<file path="config.mk">
export PLATFORM = sky130hd
export DESIGN_NAME = rpi_rx_port_irq
export DESIGN_NICKNAME = d
export VERILOG_FILES = /design/src/rpi_pkg.sv /design/src/rpi_flag_bank.sv /design/src/rpi_gpio_edge.sv /design/src/rpi_rx_port_irq.sv
export SDC_FILE = /design/constraint.sdc
export NUM_CORES = 1
export LEC_CHECK = 0
export BUFFER_PORTS_ARGS = -buffer_cell sky130_fd_sc_hd__buf_2
export CORE_ASPECT_RATIO = 1.2
export CORE_MARGIN = 2
export CORE_UTILIZATION = 51
export CTS_BUF_LIST = sky130_fd_sc_hd__clkbuf_16
export DETAILED_ROUTE_END_ITERATION = 10
export PLACE_DENSITY_LB_ADDON = 0.12
export RECOVER_POWER = 100
export SLEW_MARGIN = 25
export SYNTH_ARGS = -nofsm -noshare
export SYNTH_HDL_FRONTEND = slang
export SYNTH_SLANG_ARGS = --single-unit
</file>
<file path="constraint.sdc">
create_clock -name ref_clk -period 1.91 [get_ports ref_clk]
set_input_delay 0.191 -clock ref_clk [delete_from_list [all_inputs] [get_ports ref_clk]]
set_output_delay 0.191 -clock ref_clk [all_outputs]
set_load 0.01 [all_outputs]
</file>
<file path="src/rpi_pkg.sv">
// Constants, carrier types and field layout of the receive-port interrupt status block.
// Assumes a single device clock and a register port that the I2C slave front end drives.
//
// Behaviour
// - One register copy per port except port select, chosen by select
// - Low bit 6: line length change, two-read clears
// - Low bit 5: line count change, two-read clears
// - Low bit 4: buffer overflow, two-read clears
// - Low bit 3: camera receiver error, its read clears
// - Low bit 2: parity error, one-read clears
// - Low bit 1: port valid change, one-read clears
// - Low bit 0: lock change, one-read clears
// - Low status read-only, resets zero, bit 7 zero
// - GPIO status bits 7:4 event flags, read clears
// - GPIO status bits 3:0 live values, no side effect
// - Control odd bits enable falling-edge events
// - Control even bits enable rising-edge events
// - Edge enables read-write, reset to zero
// - High bit 4 summary cleared by GPIO status read
// - Port interrupt only where low enable set
package rpi_pkg;

  localparam int NPORT = 2;
  localparam int NGPIO = 4;
  localparam int NLOW  = 7;

  // ----------------------------------------------------------------
  // Register offsets
  // ----------------------------------------------------------------
  localparam logic [7:0] OFF_PORT_SEL = 8'h4C;
  localparam logic [7:0] OFF_EN_LOW   = 8'hD9;
  localparam logic [7:0] OFF_ISR_HI   = 8'hDA;
  localparam logic [7:0] OFF_ISR_LO   = 8'hDB;
  localparam logic [7:0] OFF_GPIO_STS = 8'hDC;
  localparam logic [7:0] OFF_GPIO_ICR = 8'hDD;

  // ----------------------------------------------------------------
  // Field positions, clear masks and reset values
  // ----------------------------------------------------------------
  localparam int HI_GPIO_SUM_BIT = 4;
  localparam int GPIO_FLAG_LSB   = 4;
  localparam int GPIO_VAL_LSB    = 0;
  localparam int PSEL_BIT        = 0;

  localparam logic [6:0] CLR_TWO_MASK = 7'h70;
  localparam logic [6:0] CLR_CSI_MASK = 7'h08;
  localparam logic [6:0] CLR_ONE_MASK = 7'h07;

  localparam logic [7:0] EN_LOW_RST = 8'h00;
  localparam logic [7:0] ICR_RST    = 8'h00;
  localparam logic       PSEL_RST   = 1'b0;
  localparam logic [7:0] RDATA_RST  = 8'h00;

  // ----------------------------------------------------------------
  // Carriers
  // ----------------------------------------------------------------
  // Member order gives bit 6 down to bit 0 of the low status register
  typedef struct packed {
    logic line_length_changed;
    logic line_count_changed;
    logic rx_buffer_overflow;
    logic camera_serial_rx_error;
    logic link_parity_error;
    logic port_valid_change;
    logic lock_change;
  } rpi_evt_s;

  typedef struct packed {
    logic [7:0] addr;
    logic [7:0] wdata;
    logic       wr;
    logic       rd;
  } rpi_req_s;

  // Reads of the source status registers, decoded elsewhere
  typedef struct packed {
    logic port_status_one_rd;
    logic port_status_two_rd;
    logic camera_serial_rx_error_status_rd;
  } rpi_clr_s;

endpackage

</file>
<file path="src/rpi_flag_bank.sv">
// Bank of sticky status flags with per-bit set and clear.
// Assumes set and clear are one-cycle strobes on ref_clk.
`timescale 1ns/1ps
module rpi_flag_bank #(
  parameter int W = 7
) (
  input  wire logic         ref_clk,
  input  wire logic         rst,
  input  wire logic         ce,
  input  wire logic [W-1:0] set,
  input  wire logic [W-1:0] clr,
  output logic      [W-1:0] flags
);

  typedef struct packed {
    logic [W-1:0] flags;
  } rpi_fb_state_s;

  rpi_fb_state_s st_r;
  rpi_fb_state_s st_nxt;

  always_comb begin
    st_nxt = st_r;
    // Set is applied after clear so an event in the clearing cycle is kept
    st_nxt.flags = (st_r.flags & ~clr) | set;
  end

  always_ff @(posedge ref_clk) begin
    if (rst) begin
      st_r <= '0;
    end else if (ce) begin
      st_r <= st_nxt;
    end
  end

  assign flags = st_r.flags;

endmodule

</file>
<file path="src/rpi_gpio_edge.sv">
// Forward-channel GPIO edge detector for one receive port.
// Assumes gpio_in is synchronous to ref_clk.
`timescale 1ns/1ps
module rpi_gpio_edge (
  input  wire logic                     ref_clk,
  input  wire logic                     rst,
  input  wire logic                     ce,
  input  wire logic [rpi_pkg::NGPIO-1:0] gpio_in,
  input  wire logic [rpi_pkg::NGPIO-1:0] rise_en,
  input  wire logic [rpi_pkg::NGPIO-1:0] fall_en,
  input  wire logic                     clr_rd,
  output logic      [rpi_pkg::NGPIO-1:0] value,
  output logic      [rpi_pkg::NGPIO-1:0] flags,
  output logic                          summary
);

  typedef struct packed {
    logic [rpi_pkg::NGPIO-1:0] prev;
    logic [rpi_pkg::NGPIO-1:0] flags;
    logic                      summary;
  } rpi_ge_state_s;

  rpi_ge_state_s             st_r;
  rpi_ge_state_s             st_nxt;
  logic [rpi_pkg::NGPIO-1:0] hit;

  always_comb begin
    st_nxt = st_r;
    hit = (gpio_in & ~st_r.prev & rise_en)
        | (~gpio_in & st_r.prev & fall_en);
    st_nxt.prev = gpio_in;
    st_nxt.flags = (clr_rd ? '0 : st_r.flags) | hit;
    st_nxt.summary = (clr_rd ? 1'b0 : st_r.summary) | (|hit);
  end

  always_ff @(posedge ref_clk) begin
    if (rst) begin
      st_r <= '0;
    end else if (ce) begin
      st_r <= st_nxt;
    end
  end

  // Live level, not the edge history, so a read shows the present value
  assign value   = gpio_in;
  assign flags   = st_r.flags;
  assign summary = st_r.summary;

endmodule

</file>
<file path="src/rpi_rx_port_irq.sv">
// Per-receive-port interrupt status and forward-channel GPIO event registers.
// Assumes an I2C slave front end presents one-cycle register read and write
// strobes, and that reads of the source status registers arrive as strobes.
`timescale 1ns/1ps
module rpi_rx_port_irq (
  input  wire logic                                 ref_clk,
  input  wire logic                                 rst,
  input  wire logic                                 ce,
  input  wire rpi_pkg::rpi_req_s                    req,
  input  wire rpi_pkg::rpi_clr_s                    src_rd,
  input  wire rpi_pkg::rpi_evt_s [rpi_pkg::NPORT-1:0] evt,
  input  wire logic [rpi_pkg::NPORT-1:0][rpi_pkg::NGPIO-1:0] fwd_gpio,
  output logic      [7:0]                           rdata,
  output logic                                      rd_valid,
  output logic                                      port_sel,
  output logic      [rpi_pkg::NPORT-1:0]            port_irq
);

  // ----------------------------------------------------------------
  // State
  // ----------------------------------------------------------------
  typedef struct packed {
    logic                          sel;
    logic [rpi_pkg::NPORT-1:0][7:0] en_low;
    logic [rpi_pkg::NPORT-1:0][7:0] icr;
    logic [7:0]                    rdata;
    logic                          rd_valid;
  } rpi_top_state_s;

  rpi_top_state_s st_r;
  rpi_top_state_s st_nxt;

  // Flags and live values from the per-port copies
  logic [rpi_pkg::NPORT-1:0][rpi_pkg::NLOW-1:0]  low_flags;
  logic [rpi_pkg::NPORT-1:0][rpi_pkg::NLOW-1:0]  low_set;
  logic [rpi_pkg::NPORT-1:0][rpi_pkg::NLOW-1:0]  low_clr;
  logic [rpi_pkg::NPORT-1:0][rpi_pkg::NGPIO-1:0] g_val;
  logic [rpi_pkg::NPORT-1:0][rpi_pkg::NGPIO-1:0] g_flags;
  logic [rpi_pkg::NPORT-1:0][rpi_pkg::NGPIO-1:0] g_rise_en;
  logic [rpi_pkg::NPORT-1:0][rpi_pkg::NGPIO-1:0] g_fall_en;
  logic [rpi_pkg::NPORT-1:0]                    g_sum;
  logic [rpi_pkg::NPORT-1:0]                    g_clr;
  logic [rpi_pkg::NLOW-1:0]                     sel_clr_mask;
  logic [rpi_pkg::NPORT-1:0]                    sel_onehot;

  // ----------------------------------------------------------------
  // Decode helpers
  // ----------------------------------------------------------------
  function automatic logic hit(input logic [7:0] a, input logic [7:0] off);
    hit = (a == off);
  endfunction

  // Pack one port's view of a register at a given offset
  function automatic logic [7:0] view(
    input logic [7:0]                a,
    input logic [rpi_pkg::NLOW-1:0]  lf,
    input logic [rpi_pkg::NGPIO-1:0] gf,
    input logic [rpi_pkg::NGPIO-1:0] gv,
    input logic                      gs,
    input logic [7:0]                en,
    input logic [7:0]                ic
  );
    logic [7:0] v;
    v = 8'h00;
    if (hit(a, rpi_pkg::OFF_ISR_LO)) begin
      v = {1'b0, lf};
    end else if (hit(a, rpi_pkg::OFF_ISR_HI)) begin
      v[rpi_pkg::HI_GPIO_SUM_BIT] = gs;
    end else if (hit(a, rpi_pkg::OFF_GPIO_STS)) begin
      v = {gf, gv};
    end else if (hit(a, rpi_pkg::OFF_GPIO_ICR)) begin
      v = ic;
    end else if (hit(a, rpi_pkg::OFF_EN_LOW)) begin
      v = en;
    end
    view = v;
  endfunction

  // ----------------------------------------------------------------
  // Clear decoding shared by all ports
  // ----------------------------------------------------------------
  always_comb begin
    sel_clr_mask = '0;
    if (src_rd.port_status_two_rd) begin
      sel_clr_mask = sel_clr_mask | rpi_pkg::CLR_TWO_MASK;
    end
    if (src_rd.camera_serial_rx_error_status_rd) begin
      sel_clr_mask = sel_clr_mask | rpi_pkg::CLR_CSI_MASK;
    end
    if (src_rd.port_status_one_rd) begin
      sel_clr_mask = sel_clr_mask | rpi_pkg::CLR_ONE_MASK;
    end
  end

  // Only the page chosen by the select reaches the read side effects
  assign sel_onehot = rpi_pkg::NPORT'(1) << st_r.sel;

  // ----------------------------------------------------------------
  // Per-port copies
  // ----------------------------------------------------------------
  genvar p;
  genvar g;
  generate
    for (p = 0; p < rpi_pkg::NPORT; p++) begin : g_port
      assign low_set[p] = evt[p];
      assign low_clr[p] = sel_onehot[p] ? sel_clr_mask : '0;
      // Returned reads only: a write to the status offset clears nothing,
      // and a write beside a read wins, so that read returns nothing
      assign g_clr[p] = sel_onehot[p] & ce & req.rd & ~req.wr
                      & hit(req.addr, rpi_pkg::OFF_GPIO_STS);

      for (g = 0; g < rpi_pkg::NGPIO; g++) begin : g_bit
        assign g_rise_en[p][g] = st_r.icr[p][2*g];
        assign g_fall_en[p][g] = st_r.icr[p][2*g+1];
      end

      rpi_flag_bank #(
        .W (rpi_pkg::NLOW)
      ) u_low (
        .ref_clk (ref_clk),
        .rst     (rst),
        .ce      (ce),
        .set     (low_set[p]),
        .clr     (low_clr[p]),
        .flags   (low_flags[p])
      );

      rpi_gpio_edge u_gpio (
        .ref_clk (ref_clk),
        .rst     (rst),
        .ce      (ce),
        .gpio_in (fwd_gpio[p]),
        .rise_en (g_rise_en[p]),
        .fall_en (g_fall_en[p]),
        .clr_rd  (g_clr[p]),
        .value   (g_val[p]),
        .flags   (g_flags[p]),
        .summary (g_sum[p])
      );

      // Masked low conditions form the port interrupt
      assign port_irq[p] = |(low_flags[p] & st_r.en_low[p][rpi_pkg::NLOW-1:0]);
    end
  endgenerate

  // ----------------------------------------------------------------
  // Register writes and read capture
  // ----------------------------------------------------------------
  always_comb begin
    st_nxt = st_r;
    st_nxt.rd_valid = 1'b0;
    if (req.wr) begin
      if (hit(req.addr, rpi_pkg::OFF_PORT_SEL)) begin
        st_nxt.sel = req.wdata[rpi_pkg::PSEL_BIT];
      end else if (hit(req.addr, rpi_pkg::OFF_EN_LOW)) begin
        st_nxt.en_low[st_r.sel] = req.wdata;
      end else if (hit(req.addr, rpi_pkg::OFF_GPIO_ICR)) begin
        st_nxt.icr[st_r.sel] = req.wdata;
      end
      // Status offsets are read-only; writes there fall through untouched
    end else if (req.rd) begin
      st_nxt.rd_valid = 1'b1;
      if (hit(req.addr, rpi_pkg::OFF_PORT_SEL)) begin
        st_nxt.rdata = {7'h00, st_r.sel};
      end else begin
        // Data is the value before this read's own clear takes effect
        st_nxt.rdata = view(req.addr, low_flags[st_r.sel], g_flags[st_r.sel],
                            g_val[st_r.sel], g_sum[st_r.sel],
                            st_r.en_low[st_r.sel], st_r.icr[st_r.sel]);
      end
    end
  end

  always_ff @(posedge ref_clk) begin
    if (rst) begin
      st_r.sel      <= rpi_pkg::PSEL_RST;
      st_r.en_low   <= {rpi_pkg::NPORT{rpi_pkg::EN_LOW_RST}};
      st_r.icr      <= {rpi_pkg::NPORT{rpi_pkg::ICR_RST}};
      st_r.rdata    <= rpi_pkg::RDATA_RST;
      st_r.rd_valid <= 1'b0;
    end else if (ce) begin
      st_r <= st_nxt;
    end
  end

  assign rdata    = st_r.rdata;
  assign rd_valid = st_r.rd_valid;
  assign port_sel = st_r.sel;

endmodule

</file>
## Word-level counts from Yosys, hierarchy flattened

Index checks and enable logic that the tools add are counted.

- Register bits: 74
- Input bits: 46
- Output and inout port bits: 12
- Logic and storage cells: 105

- Magnitude comparators: 2
- Eq/ne operators: 6
- Shifts and indexed selects: 1
- Mux-type cells: 35
- Bitwise logic cells: 37
- Reductions and logical operators: 9

Operator list:

| operator | number |
|---|---|
| 2-to-1 mux 8 bit | 10 |
| equality test 8 bit (second input constant) | 5 |
| 2-to-1 mux 7 bit | 5 |
| bitwise AND 4 bit | 8 |
| bitwise mux 16 bit | 2 |
| 2-to-1 mux 4 bit | 8 |
| bitwise AND 7 bit | 4 |
| NOT 4 bit | 4 |
| bitwise OR 4 bit | 4 |
| NOT 7 bit | 2 |
| bitwise OR 7 bit | 2 |
| OR reduction 7 bit | 2 |
| bitwise AND 1 bit | 8 |
| demux 8 bit (select 1 bit) | 1 |
| equality test 8 x 7 -> 1 bit (second input constant) | 1 |
| OR reduction 4 bit | 2 |
| 2-to-1 mux 1 bit | 7 |
| 2-to-1 mux 3 bit | 2 |
| AND reduction 3 bit | 2 |
| AND reduction 5 bit | 1 |
| AND reduction 4 bit | 1 |
| NOT 1 bit | 3 |
| < comparator 1 x 2 -> 1 bit (second input constant) | 1 |
| bitwise OR 1 bit | 2 |
| other kinds (3) | 3 |

## Depth between registers and ports, before layout

Gate-level depths: netlist of the first run.

- Depth in word-level cells: 8
- Mapped depth: 8
- Gate-level depth less buffers: 4

## Modules after synthesis

A second synthesis of the first run with hierarchy kept.

- Cell total of the unflattened synthesis: 420
- Area total of the unflattened synthesis: 3983.8 um^2

By module, submodules not included:

| module | instances | cells an instance | area an instance (um^2) | seq. area each (um^2) |
|---|---|---|---|---|
| rpi_rx_port_irq | 1 | 258 | 2494.9 | 840.8 |
| rpi_gpio_edge | 2 | 52 | 461.7 | 180.2 |
| rpi_flag_bank | 2 | 29 | 282.8 | 140.1 |

## Worst setup path after synthesis of the first run

Ideal clock, no wire load.

- Kind: reg2reg
- Start: register st_r (netlist bit port_sel)
- End: register st_r (netlist bit g_fall_en[4])
- Library setup time: 0.128 ns
- Data arrival time: 1.535 ns
- Data required time: 1.782 ns
- Slack: 0.248 ns
- Cell stages (with the launch flop): 7
- Buffers on the path: 2
- Period minus slack after synthesis: 1.662 ns
- Cell sequence: dfxtp_1 -> buf_4 -> buf_12 -> nand2_4 -> nor4_4 -> mux2i_1 -> nor2_1

- Cells in the longest elaborated chain, start to end: 5
- Elaborated cells on any way between the ends: 6
- Those cells by class: 2 x order compare; 3 x mux; 1 x reduce/logical

RTL lines:

| element | RTL line | RTL |
|---|---|---|
| from (decl) | rpi_rx_port_irq.sv:30 | `rpi_top_state_s st_r;` |
| from (signal assigned) | rpi_rx_port_irq.sv:182 | `st_r <= st_nxt;` |
| < comparator 1 x 2 -> 1 bit (not written as such) or >= comparator 1 bit (tied branches) | rpi_rx_port_irq.sv:158 | `st_nxt.icr[st_r.sel] = req.wdata;` |
| logical AND 1 bit (not written as such) | rpi_rx_port_irq.sv:158 |  |
| 2-to-1 mux 8 bit (not written as such) | rpi_rx_port_irq.sv:158 |  |
| demux 8 bit (select 1 bit) (*) | rpi_rx_port_irq.sv:158 |  |
| bitwise mux 16 bit (*) | rpi_rx_port_irq.sv:158 |  |

Mark *: on every way between the ends. The rest lies on a longest branch, timed or not.
A chain may end at the register's enable or synchronous reset.

## Worst setup path in the final report of the first run

- Start: register st_r (netlist bit port_sel)
- End: register st_r (netlist bit g_rise_en[0])

Same word-level chain as after synthesis.

==> results.py, run 1 <==
metrics = {
    "run_status": {
        "status": "completed",
    },
    "logic_synthesis": {
        "syn_area_per_cell_um2": 9.266,
        "async_reset_ff_share_pct": 0,
        "syn_inst": 402,
        "synth_fp_nets": 448,
        "synthFlopType": "dfxtp_1",
        "ys_seq_area_share_pct": 39.77,
        "synth_edf_count": 0,
        "synth_cell_types": 47,
        "syn_area_mm2": 0.003725,
        "synth_warnings": 0,
        "yosys_register_bits": 74,
    },
    "worst_setup_path": {
        "path_class": "register to register",
        "critPathLaunch": "port_sel",
        "startpoint_type": "register",
        "required_ps": 2120,
        "timing.rr.start": "port_sel",
        "cp_max_fo": 17,
        "cp_data_arrival_time_ps": 1920,
        "cp-end-kind": "register",
    },
    "sta": {
        "fmaxAchievable_ghz": 0.5830,
        "finalHoldViolations": 0,
        "fin_worst_skew_ps": 7.740,
        "finalSetupViolCount": 0,
        "finalMaxSlewViolations": 0,
        "tns_ps": 0,
        "fin_crit_sh_pct": 89.80,
        "min_period_ps": 1715,
        "worst_slew_pin_slew_ps": 1030,
        "rsz0062_at_grt": "false",
        "slew_headroom_pct": 31.30,
    },
    "routing": {
        "drt_pre_antenna_iters": 5,
        "post-route-drc-count": 0,
        "antenna_left": 0,
        "viasPerCell": 5.852,
        "wl_per_cell_um": 18.11,
        "drt_iter0_markers": 291,
        "wirelength_mm": 9.927,
        "vias": 3207,
    },
    "layout": {
        "diodes": 0,
        "areaGrowthSynthToFinish_pct": 15.59,
        "layout-drive-gt1-share_pct": 17.25,
        "seqCellArea_mm2": 0.001483,
        "multiInputGateArea_mm2": 0.002028,
        "fill_cells": 652,
        "finalInstanceArea_mm2": 0.004305,
        "nNetsFinal": 499,
    },
    "placement": {
        "hpwl_mm": 7.564,
        "postPlaceCellArea_mm2": 0.004080,
        "io_buffer_count": 57,
        "place_congestion": 0.8774,
    },
    "pwr": {
        "clkPwrFrac_pct": 46.7,
        "p_seq_share_pct": 45.9,
        "netSwitchingPower_mw": 0.8098,
        "p_leak_nw": 1.588,
        "power_density_mw_per_mm2": 811.8,
        "switching_share_pct": 23.17,
        "vdd_ir_drop_max_mv": 0.5221,
        "p_int_mw": 2.685,
        "p_comb_share_pct": 7.4,
    },
    "cts": {
        "cts_tree": "built",
        "cts_sinks": 74,
        "cts_hold_buffers": 0,
        "post_cts_buffers": 0,
        "numCtsBuffers": 9,
        "clock_path_buffers": 2,
        "clkTransAtPathRegs_ps": 60,
        "cts_resized": 0,
        "cts_root_buf": "clkbuf_16",
        "clk_latency_ps": 330,
        "cts-htree-levels": 3,
    },
    "global_route": {
        "first_global_vias": 3118,
        "grt_antenna_before_repair": 0,
        "grt_use_total_pct": 26.76,
        "grt_max_degree": 40,
        "grt_pass1_wl_mm": 16.31,
        "overflow": 0,
    },
    "floorplanning": {
        "die_h_um": 97.62,
        "die-area_mm2": 0.008006,
        "rows": 34,
        "core-area_mm2": 0.007147,
        "start_util_pct": 52.12,
        "die_w_um": 82.02,
        "ios": 58,
    },
    "hold_path": {
        "hp-class": "primary input to register",
        "holdCritStartpoint": "evt[7]",
    },
    "flow_run": {
        "drv_cap": 0,
    },
}
-- worst paths after layout --
check                           cells after the start  slack (ps)                       end
worst max-delay path                                6         190              g_rise_en[0]
worst min-delay path                                3         120  g_port[1].u_low.flags[0]
worst max register to register                      6         190              g_rise_en[0]
worst min register to register                      2         480                  rd_valid
-- per-layer routing --
metal,vias up,global-route usage (%),share of wire [%]
met3,23,4.926,4.4
met5,-,0,0
met1,1541,37.90,47
met2,92,40.71,47
met4,0,8.718,2.4
li1,1551,-,-
-- logic make-up (layout without fill, tap and decap cells) --
kind of cell / after synthesis / after routing / synth area share, %
simple gates: 142 / 142 / 20.32
compound gates: 83 / 83 / 15.28
flops: 74 / 74 / 39.77
mux: 70 / 70 / 19.58
buf+inv: 33 / 89 / 5.039
-- cell usage in the layout (no fill, tap or decap), types with 2 or more instances in the layout --
| cell type | instances |
|---|---|
| a222oi_1 | 2 |
| and3b_1 | 2 |
| inv_1 | 4 |
| buf_12 | 2 |
| a41oi_1 | 3 |
| mux4_2 | 2 |
| a22oi_1 | 18 |
| a21boi_0 | 6 |
| a221o_1 | 4 |
| nor2_1 | 53 |
| dfxtp_1 | 73 |
| nor4_1 | 3 |
| buf_2 | 45 |
| mux2i_1 | 65 |
| nand2b_1 | 26 |
| nand2_1 | 27 |
| and2_1 | 2 |
| clkbuf_1 | 15 |
| nand3b_1 | 10 |
| buf_4 | 8 |
| nand4_1 | 2 |
| nor2b_1 | 4 |
| nand3_1 | 3 |
| a211oi_1 | 2 |
| o21ai_0 | 18 |
| clkbuf_16 | 9 |
| a22o_1 | 2 |
| o22a_1 | 5 |
| a21oi_1 | 15 |
| o22ai_1 | 2 |
| mux2_2 | 3 |
-- critical path: stages, from the launching register on --
cell and delay, ps:
dfxtp_2 340, buf_4 220, nor2b_1 240, nor4b_2 280
buf_4 250, mux2i_1 210, nor2_1 60
-- synthesized netlist by cell type (all sizes together) (4+ instances only) --
cell type	n	area [um2]
dfxtp	74	1481
mux2i	65	650.6
nor2	53	198.9
nand2	27	108.9
nand2b	26	162.7
buf	19	135.1
a22oi	18	135.1
o21ai	18	90.09
a21oi	15	75.07
clkbuf	12	45.04
nand3b	10	75.07
a21boi	6	45.04
o22a	5	43.79
a221o	4	40.04
nor2b	4	25.02
-- state kept, by name, indices dropped and copies added, names as in the netlist --
name	count
st_r	16
g_port.u_gpio.summary	2
rdata	8
g_rise_en	8
g_port.u_low.flags	14
g_port.u_gpio.st_r	8
rd_valid	1
g_port.u_gpio.flags	8
g_fall_en	8
port_sel	1
-- layout make-up --
type,count,share of cell area [%]
Inverter,2,0.1744
Multi-Input combinational cell,295,47.11
Tap cell,90,2.616
Sequential cell,74,34.44
Timing Repair Buffer,71,8.980
Clock inverter,7,1.453
Clock buffer,9,5.231
-- power by group through the flow --
stage	sequential [mW]	combinational (mW)	clock, mW
after floorplan	1.63	0.154	0
after global placement	1.64	0.263	0
after detailed placement	1.64	0.265	0
after CTS	1.60	0.266	1.66
after global routing	1.61	0.286	1.75
final	1.60	0.260	1.63
-- metrics by stage --
step	total power, mW	cells	worst slack (ps)	util, %	hold WS (ps)
2_1_floorplan	1.780	402	247.5	-	338.2
3_3_place_gp	1.899	532	271.0	57.09	444.6
3_5_place_dp	1.901	532	249.1	57.09	452.8
4_1_cts	3.527	548	191.8	61.12	115.2
5_1_grt	3.639	548	84.79	60.24	123.8
6_report	3.495	548	194.8	60.24	116.0
No activity file was read; power rests on OpenSTA's default activity.
==> run 2, diff against run 1 <==
- SETUP_SLACK_MARGIN: unset -> 0.5
==> results.py, run 2 (same netlist as run 1, synthesis figures left out) <==
metrics = {
    "run_status": {
        "status": "completed",
    },
    "routing": {
        "wirelength_mm": 10.06,
        "post-route-drc-count": 0,
        "top_layer_used": "met4",
        "vias": 3186,
        "drt_pre_antenna_iters": 5,
        "wl_per_cell_um": 18.03,
        "drt_iter0_markers": 296,
        "wl_met1_mm": 4.461,
        "viasPerCell": 5.710,
        "wl_met2_mm": 4.734,
        "wl_met3_um": 641,
        "antenna_left": 0,
    },
    "floorplanning": {
        "die_w_um": 82.02,
        "rows": 34,
        "die-area_mm2": 0.008006,
        "core-area_mm2": 0.007147,
        "start_util_pct": 52.12,
        "ios": 58,
        "die_h_um": 97.62,
    },
    "cts": {
        "clock_path_buffers": 2,
        "clkTransAtPathRegs_ps": 60,
        "numCtsBuffers": 9,
        "cts_root_buf": "clkbuf_16",
        "cts_tree": "built",
        "cts_sinks": 74,
        "cts-htree-levels": 3,
        "cts_hold_buffers": 0,
        "clk_latency_ps": 330,
    },
    "pwr": {
        "p_int_mw": 2.823,
        "netSwitchingPower_mw": 0.8317,
        "p_comb_share_pct": 7.5,
        "p_leak_nw": 1.695,
        "clkPwrFrac_pct": 48.6,
        "p_seq_share_pct": 43.9,
        "switching_share_pct": 22.76,
        "vdd_ir_drop_max_mv": 0.6204,
        "power_density_mw_per_mm2": 806.2,
    },
    "sta": {
        "finalHoldViolations": 0,
        "finalSetupViolCount": 0,
        "timing.hold.ws_ps": 113.8,
        "slew_headroom_pct": 45.37,
        "worst_slew_pin_slew_ps": 819.5,
        "fin_crit_sh_pct": 87.95,
        "fmaxAchievable_ghz": 0.5953,
        "rsz0062_at_grt": "true",
        "min_period_ps": 1680,
        "tns_ps": 0,
        "finalMaxSlewViolations": 0,
        "fin_worst_skew_ps": 7.570,
    },
    "worst_setup_path": {
        "required_ps": 2140,
        "cp_slowest_cell": "mux4_2",
        "path_class": "register to register",
        "timing.rr.start": "port_sel",
        "cp-end-kind": "register",
        "startpoint_type": "register",
        "cp_data_arrival_time_ps": 1910,
        "cp_max_fo": 10,
        "worstPathCellList": "buf_12 > mux4_2 > nor2b_1 > o22ai_1 > a22o_1",
        "critPathLaunch": "port_sel",
        "max_stage_delay_ps": 520,
    },
    "global_route": {
        "grt_pass1_wl_mm": 15.95,
        "grt_antenna_before_repair": 0,
        "grt_max_degree": 49,
        "first_global_vias": 3024,
        "overflow": 0,
        "grt_use_total_pct": 26.65,
    },
    "layout": {
        "finalCoreUtilization_pct": 63.43,
        "regMostFlops": "st_r",
        "nNetsFinal": 509,
        "diodes": 0,
        "final_cell_mix": "71 x dfxtp_1, 56 x mux2i_1, 53 x nor2_1",
        "layout-drive-gt1-share_pct": 21.58,
        "areaGrowthSynthToFinish_pct": 21.70,
        "final_common_cell": "dfxtp_1",
        "largest_reg_flops": 16,
    },
    "hold_path": {
        "hp-class": "primary input to register",
        "holdCritStartpoint": "evt[12]",
    },
    "placement": {
        "place_congestion": 0.8951,
        "hpwl_mm": 7.170,
        "io_buffer_count": 57,
    },
    "flow_run": {
        "drv_cap": 0,
    },
}
[run 2: cell types whose count changed in the layout (fill, tap and decap cells not counted), sizes merged]
| cell | delta |
|---|---|
| bufinv | +1 |
| buf | +5 |
| clkbuf | +5 |
| inv | -1 |
[run 2: repair_timing]
action | in CTS | in global routing
cloned | 1 | 0
gates resized for setup | 25 | 10
setup endpoints to repair | 37 | 53
buffers inserted | 9 | 1
pin swaps | 7 | 4
[run 2: routing by layer]
| layer | vias to the layer above | track usage (%) |
|---|---|---|
| met1 | 1490 | 36.17 |
| met3 | 17 | 5.019 |
| met2 | 108 | 40.90 |
| li1 | 1571 | - |
| met5 | - | 0 |
| met4 | 0 | 11.28 |
[run 2: path summary, 6_finish.rpt]
path	endpoint	slack, ps	cells past startpoint
max	rdata[4]	230	5
min	g_port[1].u_low.flags[5]	110	3
max reg2reg	rdata[4]	230	5
min reg2reg	g_port[1].u_gpio.flags[3]	480	2
[run 2: power groups by stage]
| stage | Combinational, mW | Sequential, mW | Clock [mW] |
|---|---|---|---|
| 4_1_cts | 0.279 | 1.60 | 1.79 |
| 2_1_floorplan | 0.156 | 1.63 | 0 |
| 3_5_place_dp | 0.264 | 1.64 | 0 |
| 3_3_place_gp | 0.260 | 1.64 | 0 |
| 6_report | 0.274 | 1.60 | 1.78 |
| 5_1_grt | 0.300 | 1.61 | 1.86 |
[run 2: layout make-up]
type,instances,area [um2]
clock buffers,9,225.2
clock inverters,7,85.08
fillers,625,2614
inverters,2,7.507
multi-input cells,295,2130
flip-flops and latches,74,1485
well taps,90,112.6
repair buffers,81,488.0
[run 2: worst max-delay path, delay by kind of cell, from the launching register on]
kind                   cells  cell delay (ps)
muxes                      1              520
and+or+nand+nor            1              130
DFF                        1              440
buffers and inverters      1              190
AOI/OAI and AO/OA          2              300
[run 2: per-stage QoR]
step | worst slack, ps | total power [mW] | cells | cell area (um2)
floorplan | 368.7 | 1.782 | 402 | 3769
detailed placement | 179.5 | 1.900 | 531 | 4066
global placement | 199.5 | 1.895 | 531 | 4066
finish | 230.1 | 3.655 | 558 | 4533
CTS | 354.5 | 3.668 | 557 | 4567
global route | 166.5 | 3.765 | 558 | 4533
